--- config.mk ---
export PLATFORM = sky130hd
export DESIGN_NAME = pccu_top
export DESIGN_NICKNAME = d
export VERILOG_FILES = /design/src/core/pccu_pkg.sv /design/src/core/pccu_top.sv /design/src/core/pccu_counter.sv
export SDC_FILE = /design/constraint.sdc
export NUM_CORES = 1
export LEC_CHECK = 0
export ABC_AREA = 1
export BUFFER_PORTS_ARGS = -buffer_cell sky130_fd_sc_hd__buf_2
export CAP_MARGIN = 10
export CORE_MARGIN = 2
export CORE_UTILIZATION = 45
export CTS_BUF_LIST = sky130_fd_sc_hd__clkbuf_8 sky130_fd_sc_hd__clkbuf_16
export DETAILED_ROUTE_END_ITERATION = 8
export PLACE_DENSITY = 0.62
export SYNTH_ARGS = -nofsm -noshare
export SYNTH_HDL_FRONTEND = slang
export SYNTH_SLANG_ARGS = --single-unit
--- constraint.sdc ---
create_clock -name clk -period 19.35 [get_ports clk]
set_input_delay 4.8375 -clock clk [delete_from_list [all_inputs] [get_ports clk]]
set_output_delay 4.8375 -clock clk [all_outputs]
set_load 0.02 [all_outputs]
--- src/core/pccu_pkg.sv ---
`default_nettype none
package pccu_pkg;

    // ------------------------------------------------------------
    // Register map (byte addresses)
    // ------------------------------------------------------------
    localparam logic [15:0] CMD_LO_OFF     = 16'h0400;
    localparam logic [15:0] CMD_HI_OFF     = 16'h0404;
    localparam logic [15:0] EXT_LO_OFF     = 16'h0408;
    localparam logic [15:0] EXT_HI_OFF     = 16'h040C;
    localparam logic [15:0] RSP_LO_OFF     = 16'h0410;
    localparam logic [15:0] RSP_HI_OFF     = 16'h0414;
    localparam logic [15:0] STATE_OFF      = 16'h0420;
    localparam logic [15:0] CNT_BASE_OFF   = 16'h1000;
    localparam logic [15:0] CNT_STRIDE_DEF = 16'h0010;
    localparam logic [15:0] CNT_HI_ADJ     = 16'h0004;

    // ------------------------------------------------------------
    // Widths, fields and reset values
    // ------------------------------------------------------------
    localparam int          WORD_W      = 32;
    localparam int          CNT_MAX_W   = 64;
    localparam int          OPND_W      = 48;
    localparam int          CMD_MSB     = 7;
    localparam int          CMD_LSB     = 0;
    localparam int          OPA_LO_MSB  = 31;
    localparam int          OPA_LO_LSB  = 16;
    localparam int          FRZ_BIT     = 31;
    localparam logic [7:0]  CW_DEF      = 8'h30;
    localparam logic [3:0]  FULL_BE     = 4'hF;
    localparam logic [63:0] CNT_RESET   = 64'h0000_0000_0000_0000;
    localparam logic [31:0] WORD_ZERO   = 32'h0000_0000;

    // ------------------------------------------------------------
    // Command codes and status codes
    // ------------------------------------------------------------
    localparam logic [7:0] CMD_ENABLE    = 8'hF0;
    localparam logic [7:0] CMD_DISABLE   = 8'hF1;
    localparam logic [7:0] CMD_RESET_CFG = 8'hF2;
    localparam logic [7:0] CMD_RESET_VAL = 8'hF3;
    localparam logic [7:0] CMD_FREEZE    = 8'hF4;
    localparam logic [7:0] CMD_UNFREEZE  = 8'hF5;
    localparam logic [6:0] ST_OK         = 7'h00;
    localparam logic [6:0] ST_UNDEF      = 7'h01;
    localparam logic [6:0] ST_ABORT      = 7'h02;
    localparam logic [6:0] ST_CNT_ERR    = 7'h10;

    // ------------------------------------------------------------
    // Command sequencer states
    // ------------------------------------------------------------
    typedef enum logic [1:0] {
        PCCU_IDLE   = 2'b00,
        PCCU_APPLY  = 2'b01,
        PCCU_FINISH = 2'b10
    } pccu_state_t;

endpackage
`default_nettype wire

--- src/core/pccu_top.sv ---
`timescale 1ns/1ps
`default_nettype none
// Functional notes
// - Counter is N bits wide; bits above N-1 read zero.
// - Per-counter caps flag selects that counter's own width over global width.
// - Written counter value keeps incrementing on later events.
// - Freeze stops counting and holds the current value.
// - Unfreeze resumes counting from the held value.
// - Counter c sits at counter base plus c times stride.
// - No counters exist when monitoring is unsupported.
// - Operand and command writes dropped while in progress.
// - Accepted command write clears response, sets in-progress flag.
// - Command register reads and acts as zero when interface unsupported.
// - Code 240 enables, 241 disables numbered counter; other low codes reserved.
// - Code 242 resets every counter's configuration.
// - Code 243 resets every counter's value.
// - Code 244 freezes all counters.
// - Code 245 unfreezes all counters.
// - Response bit 0 is one while executing, zero when done.
// - Status 0 success, 1 undefined command, 2 aborted by global command.
// - Status 16 for failed enable or invalid counter on disable.
// - Extended operand writes dropped while in progress.
module pccu_top #(
    parameter int              NCNT        = 4,
    parameter logic [7:0]      GLOBAL_W    = pccu_pkg::CW_DEF,
    parameter logic [NCNT-1:0] PER_CAPS    = '0,
    parameter logic [8*NCNT-1:0] PER_W     = {NCNT{pccu_pkg::CW_DEF}},
    parameter logic [15:0]     CNT_STRIDE  = pccu_pkg::CNT_STRIDE_DEF,
    parameter logic            MON_SUPPORT = 1'b1,
    parameter logic            CMD_SUPPORT = 1'b1
) (
    input  wire logic            clk,
    input  wire logic            rstn,
    input  wire logic [15:0]     avs_address,
    input  wire logic            avs_read,
    input  wire logic            avs_write,
    input  wire logic [31:0]     avs_writedata,
    input  wire logic [3:0]      avs_byteenable,
    output logic      [31:0]     avs_readdata,
    output logic                 avs_waitrequest,
    input  wire logic [NCNT-1:0] event_in,
    input  wire logic            global_cmd_busy,
    output logic      [NCNT-1:0] counter_enabled,
    output logic                 counters_frozen
);

    localparam int IDXW = (NCNT > 1) ? $clog2(NCNT) : 1;
    localparam logic [pccu_pkg::OPND_W-1:0] NCNT_OP = pccu_pkg::OPND_W'(NCNT);
    localparam int OPA_LO_N = pccu_pkg::OPA_LO_MSB - pccu_pkg::OPA_LO_LSB + 1;

    logic                        rst_meta_ff;
    logic                        rst_n;
    logic                        ack_ff;
    logic [31:0]                 rdata_ff;
    logic [31:0]                 nxt_rdata;
    logic                        wr_fire;
    logic                        cmd_ok;
    logic                        cmd_start;
    logic [7:0]                  cmd_code_ff;
    logic [pccu_pkg::OPND_W-1:0] operand_ff;
    logic [63:0]                 ext_operand_ff;
    logic                        ip_ff;
    logic [6:0]                  status_ff;
    logic [6:0]                  nxt_status;
    pccu_pkg::pccu_state_t       state_ff;
    pccu_pkg::pccu_state_t       nxt_state;
    logic                        abort_ff;
    logic                        apply_ok;
    logic [NCNT-1:0]             en_ff;
    logic                        frozen_ff;
    logic                        idx_ok;
    logic [IDXW-1:0]             cnt_idx;
    logic                        do_apply;
    logic                        clear_vals;
    logic [63:0]                 cnt_val [NCNT];
    logic [NCNT-1:0]             hit_lo;
    logic [NCNT-1:0]             hit_hi;
    logic [NCNT-1:0]             sel_lo;
    logic [NCNT-1:0]             sel_hi;

    // ------------------------------------------------------------
    // Reset synchroniser
    // ------------------------------------------------------------
    // Assert at once, release two edges later
    always_ff @(posedge clk or negedge rstn)
    begin
        if (!rstn)
        begin
            rst_meta_ff <= 1'b0;
            rst_n       <= 1'b0;
        end
        else
        begin
            rst_meta_ff <= 1'b1;
            rst_n       <= rst_meta_ff;
        end
    end

    // ------------------------------------------------------------
    // Register bus handshake
    // ------------------------------------------------------------
    // One wait state per access, answer on the second edge
    always_ff @(posedge clk or negedge rst_n)
    begin
        if (!rst_n)
            ack_ff <= 1'b0;
        else
            ack_ff <= (avs_read || avs_write) && !ack_ff;
    end

    // Request held until ack_ff rises
    assign avs_waitrequest = (avs_read || avs_write) && !ack_ff;

    // Partial-word writes are ignored
    assign wr_fire = avs_write && ack_ff && (avs_byteenable == pccu_pkg::FULL_BE);

    // Read data captured on the first edge, stands through the answer
    always_ff @(posedge clk or negedge rst_n)
    begin
        if (!rst_n)
            rdata_ff <= pccu_pkg::WORD_ZERO;
        else if (avs_read && !ack_ff)
            rdata_ff <= nxt_rdata;
    end

    assign avs_readdata = rdata_ff;

    // ------------------------------------------------------------
    // Read-back multiplexer
    // ------------------------------------------------------------
    // Write-only and unmapped words read as zero
    always_comb
    begin
        nxt_rdata = pccu_pkg::WORD_ZERO;
        if (CMD_SUPPORT && (avs_address == pccu_pkg::RSP_LO_OFF))
            nxt_rdata = {pccu_pkg::WORD_ZERO[23:0], status_ff, ip_ff};
        else if (avs_address == pccu_pkg::STATE_OFF)
        begin
            nxt_rdata[pccu_pkg::FRZ_BIT] = frozen_ff;
            nxt_rdata[NCNT-1:0]          = en_ff;
        end
        for (int c = 0; c < NCNT; c++)
        begin
            if (sel_lo[c])
                nxt_rdata = cnt_val[c][31:0];
            if (sel_hi[c])
                nxt_rdata = cnt_val[c][63:32];
        end
    end

    // ------------------------------------------------------------
    // Command register capture
    // ------------------------------------------------------------
    // Command writes accepted only when idle and supported
    assign cmd_ok    = CMD_SUPPORT && !ip_ff;
    assign cmd_start = wr_fire && cmd_ok && (avs_address == pccu_pkg::CMD_LO_OFF);

    // Operand upper word, then lower word with the code
    always_ff @(posedge clk or negedge rst_n)
    begin
        if (!rst_n)
            operand_ff <= '0;
        else if (wr_fire && cmd_ok && (avs_address == pccu_pkg::CMD_HI_OFF))
            operand_ff[pccu_pkg::OPND_W-1:OPA_LO_N] <= avs_writedata;
        else if (cmd_start)
            operand_ff[OPA_LO_N-1:0] <=
                avs_writedata[pccu_pkg::OPA_LO_MSB:pccu_pkg::OPA_LO_LSB];
    end

    // Command code latched on an accepted lower write
    always_ff @(posedge clk or negedge rst_n)
    begin
        if (!rst_n)
            cmd_code_ff <= 8'h00;
        else if (cmd_start)
            cmd_code_ff <= avs_writedata[pccu_pkg::CMD_MSB:pccu_pkg::CMD_LSB];
    end

    // Second operand, stored but read by no command code
    always_ff @(posedge clk or negedge rst_n)
    begin
        if (!rst_n)
            ext_operand_ff <= pccu_pkg::CNT_RESET;
        else if (wr_fire && cmd_ok && (avs_address == pccu_pkg::EXT_LO_OFF))
            ext_operand_ff[31:0] <= avs_writedata;
        else if (wr_fire && cmd_ok && (avs_address == pccu_pkg::EXT_HI_OFF))
            ext_operand_ff[63:32] <= avs_writedata;
    end

    // ------------------------------------------------------------
    // Command sequencer
    // ------------------------------------------------------------
    // Idle, apply effect, then post status
    always_comb
    begin
        nxt_state = state_ff;
        unique case (state_ff)
            pccu_pkg::PCCU_IDLE:
                if (cmd_start)
                    nxt_state = pccu_pkg::PCCU_APPLY;
            pccu_pkg::PCCU_APPLY:
                nxt_state = pccu_pkg::PCCU_FINISH;
            pccu_pkg::PCCU_FINISH:
                nxt_state = pccu_pkg::PCCU_IDLE;
            default:
                nxt_state = pccu_pkg::PCCU_IDLE;                     // Code 2'b11 unused
        endcase
    end

    // State register
    always_ff @(posedge clk or negedge rst_n)
    begin
        if (!rst_n)
            state_ff <= pccu_pkg::PCCU_IDLE;
        else
            state_ff <= nxt_state;
    end

    // Effect stage and its qualifiers
    assign do_apply   = (state_ff == pccu_pkg::PCCU_APPLY);
    assign apply_ok   = do_apply && !global_cmd_busy && MON_SUPPORT;
    assign idx_ok     = (operand_ff < NCNT_OP);
    assign cnt_idx    = operand_ff[IDXW-1:0];
    assign clear_vals = apply_ok && (cmd_code_ff == pccu_pkg::CMD_RESET_VAL);

    // Abort seen during the effect stage
    always_ff @(posedge clk or negedge rst_n)
    begin
        if (!rst_n)
            abort_ff <= 1'b0;
        else if (do_apply)
            abort_ff <= global_cmd_busy;
    end

    // ------------------------------------------------------------
    // Status decode
    // ------------------------------------------------------------
    // Result code posted when the command finishes
    always_comb
    begin
        nxt_status = pccu_pkg::ST_UNDEF;
        if (!MON_SUPPORT)
            nxt_status = pccu_pkg::ST_UNDEF;
        else if (abort_ff)
            nxt_status = pccu_pkg::ST_ABORT;
        else
        begin
            case (cmd_code_ff)
                pccu_pkg::CMD_ENABLE,
                pccu_pkg::CMD_DISABLE:
                    nxt_status = idx_ok ? pccu_pkg::ST_OK : pccu_pkg::ST_CNT_ERR;
                pccu_pkg::CMD_RESET_CFG,
                pccu_pkg::CMD_RESET_VAL,
                pccu_pkg::CMD_FREEZE,
                pccu_pkg::CMD_UNFREEZE:
                    nxt_status = pccu_pkg::ST_OK;
                default:
                    nxt_status = pccu_pkg::ST_UNDEF;
            endcase
        end
    end

    // Busy flag set and status cleared on start, both posted after effect
    always_ff @(posedge clk or negedge rst_n)
    begin
        if (!rst_n)
        begin
            ip_ff     <= 1'b0;
            status_ff <= pccu_pkg::ST_OK;
        end
        else if (cmd_start)
        begin
            ip_ff     <= 1'b1;
            status_ff <= pccu_pkg::ST_OK;
        end
        else if (state_ff == pccu_pkg::PCCU_FINISH)
        begin
            ip_ff     <= 1'b0;
            status_ff <= nxt_status;
        end
    end

    // ------------------------------------------------------------
    // Counter configuration and freeze
    // ------------------------------------------------------------
    // Per-counter enable bits
    always_ff @(posedge clk or negedge rst_n)
    begin
        if (!rst_n)
            en_ff <= '0;
        else if (apply_ok && idx_ok && (cmd_code_ff == pccu_pkg::CMD_ENABLE))
            en_ff[cnt_idx] <= 1'b1;
        else if (apply_ok && idx_ok && (cmd_code_ff == pccu_pkg::CMD_DISABLE))
            en_ff[cnt_idx] <= 1'b0;
        else if (apply_ok && (cmd_code_ff == pccu_pkg::CMD_RESET_CFG))
            en_ff <= '0;
    end

    // Global freeze state
    always_ff @(posedge clk or negedge rst_n)
    begin
        if (!rst_n)
            frozen_ff <= 1'b0;
        else if (apply_ok && (cmd_code_ff == pccu_pkg::CMD_FREEZE))
            frozen_ff <= 1'b1;
        else if (apply_ok && (cmd_code_ff == pccu_pkg::CMD_UNFREEZE))
            frozen_ff <= 1'b0;
    end

    assign counter_enabled = en_ff;
    assign counters_frozen = frozen_ff;

    // ------------------------------------------------------------
    // Counter bank
    // ------------------------------------------------------------
    // One counter, address decode and hold check per entry
    generate
        for (genvar g = 0; g < NCNT; g++)
        begin : g_cnt
            localparam int CW = PER_CAPS[g] ? int'(PER_W[8*g +: 8]) : int'(GLOBAL_W);
            localparam logic [15:0] ADDR_LO =
                16'(pccu_pkg::CNT_BASE_OFF + 16'(g) * CNT_STRIDE);
            localparam logic [15:0] ADDR_HI = 16'(ADDR_LO + pccu_pkg::CNT_HI_ADJ);

            assign sel_lo[g] = MON_SUPPORT && (avs_address == ADDR_LO);
            assign sel_hi[g] = MON_SUPPORT && (avs_address == ADDR_HI);
            assign hit_lo[g] = wr_fire && sel_lo[g];
            assign hit_hi[g] = wr_fire && sel_hi[g];

            pccu_counter #(
                .CNT_W    (CW)
            ) i_counter (
                .clk      (clk),
                .rst_n    (rst_n),
                .wr_lo    (hit_lo[g]),
                .wr_hi    (hit_hi[g]),
                .wdata    (avs_writedata),
                .count_en (en_ff[g] && !frozen_ff),
                .clear    (clear_vals),
                .event_in (event_in[g]),
                .value    (cnt_val[g])
            );

            // Idle counter keeps its value
            property p_frozen_holds;
                @(posedge clk) disable iff (!rst_n)
                (frozen_ff || !en_ff[g]) && !clear_vals && !hit_lo[g] && !hit_hi[g]
                    |=> $stable(cnt_val[g]);
            endproperty
            a_frozen_holds: assert property (p_frozen_holds)
                else $error("idle counter changed value");
        end
    endgenerate

    // ------------------------------------------------------------
    // Assertions and cover points
    // ------------------------------------------------------------
    // Accepted command sets busy with a cleared status
    property p_start_sets_busy;
        @(posedge clk) disable iff (!rst_n)
        cmd_start |=> ip_ff && (status_ff == pccu_pkg::ST_OK);
    endproperty
    a_start_sets_busy: assert property (p_start_sets_busy)
        else $error("accepted command did not set busy");

    // Busy drops writes to the code and operand
    property p_busy_drops;
        @(posedge clk) disable iff (!rst_n)
        ip_ff && wr_fire && ((avs_address == pccu_pkg::CMD_LO_OFF) ||
                             (avs_address == pccu_pkg::CMD_HI_OFF))
            |=> $stable(operand_ff) && $stable(cmd_code_ff);
    endproperty
    a_busy_drops: assert property (p_busy_drops)
        else $error("command write taken while busy");

    // Busy clears two edges after the effect stage
    property p_done_after_apply;
        @(posedge clk) disable iff (!rst_n)
        do_apply |-> ##2 !ip_ff;
    endproperty
    a_done_after_apply: assert property (p_done_after_apply)
        else $error("busy flag did not clear after the effect");

    // Freeze code freezes the bank
    property p_freeze_applied;
        @(posedge clk) disable iff (!rst_n)
        apply_ok && (cmd_code_ff == pccu_pkg::CMD_FREEZE) |=> frozen_ff;
    endproperty
    a_freeze_applied: assert property (p_freeze_applied)
        else $error("freeze code left bank running");

    // Unfreeze code releases the bank
    property p_unfreeze_applied;
        @(posedge clk) disable iff (!rst_n)
        apply_ok && (cmd_code_ff == pccu_pkg::CMD_UNFREEZE) |=> !frozen_ff;
    endproperty
    a_unfreeze_applied: assert property (p_unfreeze_applied)
        else $error("unfreeze code left bank frozen");

    // Configuration reset disables every counter
    property p_cfg_reset;
        @(posedge clk) disable iff (!rst_n)
        apply_ok && (cmd_code_ff == pccu_pkg::CMD_RESET_CFG) |=> (en_ff == '0);
    endproperty
    a_cfg_reset: assert property (p_cfg_reset)
        else $error("configuration reset left a counter enabled");

    // Main scenarios reached
    c_freeze: cover property (@(posedge clk) disable iff (!rst_n)
        apply_ok && (cmd_code_ff == pccu_pkg::CMD_FREEZE));
    c_undef: cover property (@(posedge clk) disable iff (!rst_n)
        (state_ff == pccu_pkg::PCCU_FINISH) && (nxt_status == pccu_pkg::ST_UNDEF));
    c_cnt_err: cover property (@(posedge clk) disable iff (!rst_n)
        (state_ff == pccu_pkg::PCCU_FINISH) && (nxt_status == pccu_pkg::ST_CNT_ERR));

endmodule // pccu_top
`default_nettype wire

--- src/core/pccu_counter.sv ---
`timescale 1ns/1ps
`default_nettype none
module pccu_counter #(
    parameter int CNT_W = 48
) (
    input  wire logic        clk,
    input  wire logic        rst_n,
    input  wire logic        wr_lo,
    input  wire logic        wr_hi,
    input  wire logic [31:0] wdata,
    input  wire logic        count_en,
    input  wire logic        clear,
    input  wire logic        event_in,
    output logic      [63:0] value
);

    // Bits at and above the counter width stay zero
    localparam logic [63:0] MASK = {pccu_pkg::CNT_MAX_W{1'b1}} >> (pccu_pkg::CNT_MAX_W - CNT_W);

    logic [63:0] value_ff;

    // ------------------------------------------------------------
    // Count, load and clear
    // ------------------------------------------------------------
    // Software write wins over clear, clear over counting
    always_ff @(posedge clk or negedge rst_n)
    begin
        if (!rst_n)
            value_ff <= pccu_pkg::CNT_RESET;
        else if (wr_lo)
            value_ff <= {value_ff[63:32], wdata} & MASK;
        else if (wr_hi)
            value_ff <= {wdata, value_ff[31:0]} & MASK;
        else if (clear)
            value_ff <= pccu_pkg::CNT_RESET;
        else if (count_en && event_in)
            value_ff <= (value_ff + 64'h0000_0000_0000_0001) & MASK;
    end

    assign value = value_ff;

endmodule // pccu_counter
`default_nettype wire

==> summary.txt <==
TritonCTS buffer count -> 38
number of max-slew violations in the final report -> 0
synth cell count leaders -> nand2_1, nor2_1, inv_1, dfrtp_1, nand3_1
post-synth top area share -> 0.352
first-pass GRT wire length -> 147,000 um
library cell with the largest summed area after synthesis -> dfrtp_1
most common flop cell mapped by yosys -> dfrtp_1
Total Wirelength -> 102,000 um
endpoint arrival time on the critical path -> 5300 ps
die span in y -> 220 um
final routed wire length divided by cell count -> 26.8 um
unrepaired setup endpoints after global routing -> false
largest net degree at the start of global routing -> 159
Max Clock Freq -> 98.6 MHz
data required time of the worst path -> 14,510 ps
Net Count, Synth -> 3,213
HPWL after DPL -> 75,500 um
routability congestion estimate from global placement -> 1.06
final hold violation count -> 0
number of gates resized after cts -> 0
signed area change from the synthesized netlist to the final layout -> 9.87%
number of endpoints failing setup at the final stage -> 0
outcome -> finished clean
kind of critical path -> input pin to output pin
antenna violations before repair -> 4
number of hold buffers added after CTS -> 0
Synth async-reset ratio -> 1.00
net total in the final layout -> 3,245
storage element area -> 7390 um^2
Post-Route Setup TNS -> 0 ps
Cell Count Post-Placement -> 3,746
post-CTS clock slew at the launch and capture registers of the worst setup and hold paths -> 60 ps
setup fix buffers added after clock tree synthesis -> 0
# port buffers -> 98
Max Root-Sink Buffers -> 3
cell row count -> 79
top cells by area in the synthesized netlist -> dfrtp_1, nand2_1, nor2_1, nand3_1, inv_1
area occupied by multi-input gates -> 11,800 um^2
critical path endpoint category -> output pin
Fin Clk Skew -> 21.1 ps
sort of element at the start of the critical path -> input pin
source-to-sink clock delay at the later pin of the worst-skew pair -> 570 ps
Synth cell types -> 54
portion of the post-synthesis area used by sequential elements -> 0.352
aggregate global-route resource usage -> 0.420
depth of the CTS H-tree -> 2
via density per instance -> 6.26
maximum fanout along the worst path -> 2
Routed Antenna Nets -> 0
Initial DRC Count -> 3,249
count leader, synth -> nand2_1
starting utilization of the core area -> 0.453
slew at the pin closest to its max-slew limit -> 1120 ps
final clock period utilization by the worst path -> 0.524
clock tree sinks -> 295
placeable core area -> 46,300 um^2
number of warnings printed during yosys synthesis -> 0
average instance area after synthesis -> 6.66 um^2
cell area after synthesis -> 21,000 um^2
fill cell instance count of the final layout -> 4,756
count of TritonRoute iterations in the first routing pass -> 6
shortest clock period the worst path allows after layout -> 10,140 ps
die footprint -> 48,300 um^2
number of remaining DRC errors -> 0
I/O pins -> 99
reg-to-reg slack, setup -> 15,430 ps
share of final-layout standard cells stronger than drive strength 1 -> 0.0810
total congestion overflow -> 0
CTS Root Buffer Type -> clkbuf_16
final cell count without fillers -> 3,822
Die W -> 220 um
Post-synth EDFFs -> 0
Cell Pwr Density -> 69.7 nW/um^2
class of the tightest hold or removal check -> register to register
clock tree from TritonCTS -> built
number of maximum-capacitance constraint violations -> 0
highest ir drop seen on vdd -> 67.5 uV
register bit total from synthesis -> 295
number of global-route vias before repair -> 21,900
max_slew headroom -> 0.252
Static Leak -> 10.3 nW
via count -> 23,900
count of mapped cells out of synthesis -> 3,148
-- through the flow --
stage | area (um^2) | worst slack (ps) | hold WS, ps | total power [mW] | utilization
2_1_floorplan | 21000 | 9340 | 331 | 0.792 | -
3_3_place_gp | 21800 | 9220 | 339 | 0.883 | 0.471
3_5_place_dp | 21800 | 9180 | 340 | 0.886 | 0.471
4_1_cts | 23000 | 9190 | 358 | 1.60 | 0.497
5_1_grt | 23000 | 9180 | 366 | 1.65 | 0.498
6_report | 23000 | 9210 | 353 | 1.60 | 0.498
-- layout make-up --
class                      count  area share
clock buffer                  44      0.0449
antenna                        6    0.000652
clock inverter                25     0.00886
tap                          607      0.0330
sequential                   295       0.321
multi-input combinational   2409       0.513
timing repair buffer         109      0.0256
inverter                     327      0.0533
-- critical path, stage by stage --
cell,delay [ps]
buf_2,100
nor2_1,50
nor2_1,120
buf_2,190
-- metal layers --
| layer | global-route usage | vias up | part of all wire |
|---|---|---|---|
| li1 | - | 10700 | - |
| met3 | 0.0916 | 273 | 0.11 |
| met5 | 0 | - | 0.0017 |
| met1 | 0.575 | 11500 | 0.40 |
| met4 | 0.249 | 4 | 0.068 |
| met2 | 0.606 | 1447 | 0.42 |
-- layout by cell type, fill, tap and decap left out, types with 9 or more instances in the layout --
master / n
a22oi_1: 85
inv_1: 306
a31oi_1: 10
nor2_4: 11
nand3b_1: 10
a21oi_1: 179
nor3_1: 137
buf_2: 98
inv_2: 24
o21ai_0: 164
nand4_1: 174
nand2_1: 771
o21ai_1: 31
clkbuf_16: 38
nand2_2: 9
o211ai_1: 35
nand3_1: 261
nor2_1: 387
xor2_1: 47
buf_4: 9
dfrtp_1: 294
-- where the power goes --
part | internal (mW) | switching [mW]
Sequential | 0.647 | 0.0621
Clock | 0.411 | 0.307
Combinational | 0.0479 | 0.131
-- worst paths after layout --
path / from / end / cells past startpoint
min: rst_meta_ff$_DFF_PN0_ / rst_n$_DFF_PN0_ / 0
min in group asynchronous: rst_n$_DFF_PN0_ / g_cnt[2].i_counter.value[42]$_DFFE_PN0P_ / 0
max in group asynchronous: rstn / rst_n$_DFF_PN0_ / 1
min reg2reg: rst_meta_ff$_DFF_PN0_ / rst_n$_DFF_PN0_ / 0
max reg2reg: cmd_code_ff[0]$_DFFE_PN0P_ / g_cnt[2].i_counter.value[21]$_DFFE_PN0P_ / 9
max: avs_write / avs_waitrequest / 4
-- flip-flops by register name, indices dropped and copies added, names as in the netlist --
name / cells
operand_ff: 48
ip_ff: 1
counters_frozen: 1
state_ff: 2
ack_ff: 1
abort_ff: 1
avs_readdata: 32
rst_meta_ff: 1
g_cnt.i_counter.value: 192
cmd_code_ff: 8
status_ff: 3
counter_enabled: 4
rst_n: 1
-- kinds of logic after synthesis --
family	share of synthesized area
multiplexers	0.00107
flip-flops	0.352
AO/OA/AOI/OAI	0.151
AND/OR/NAND/NOR	0.387
buffers and inverters	0.0846
other	0.000179
XOR/XNOR	0.0221
adder cells (fa/ha/maj)	0.00239
(Power assumes the default switching activity.)
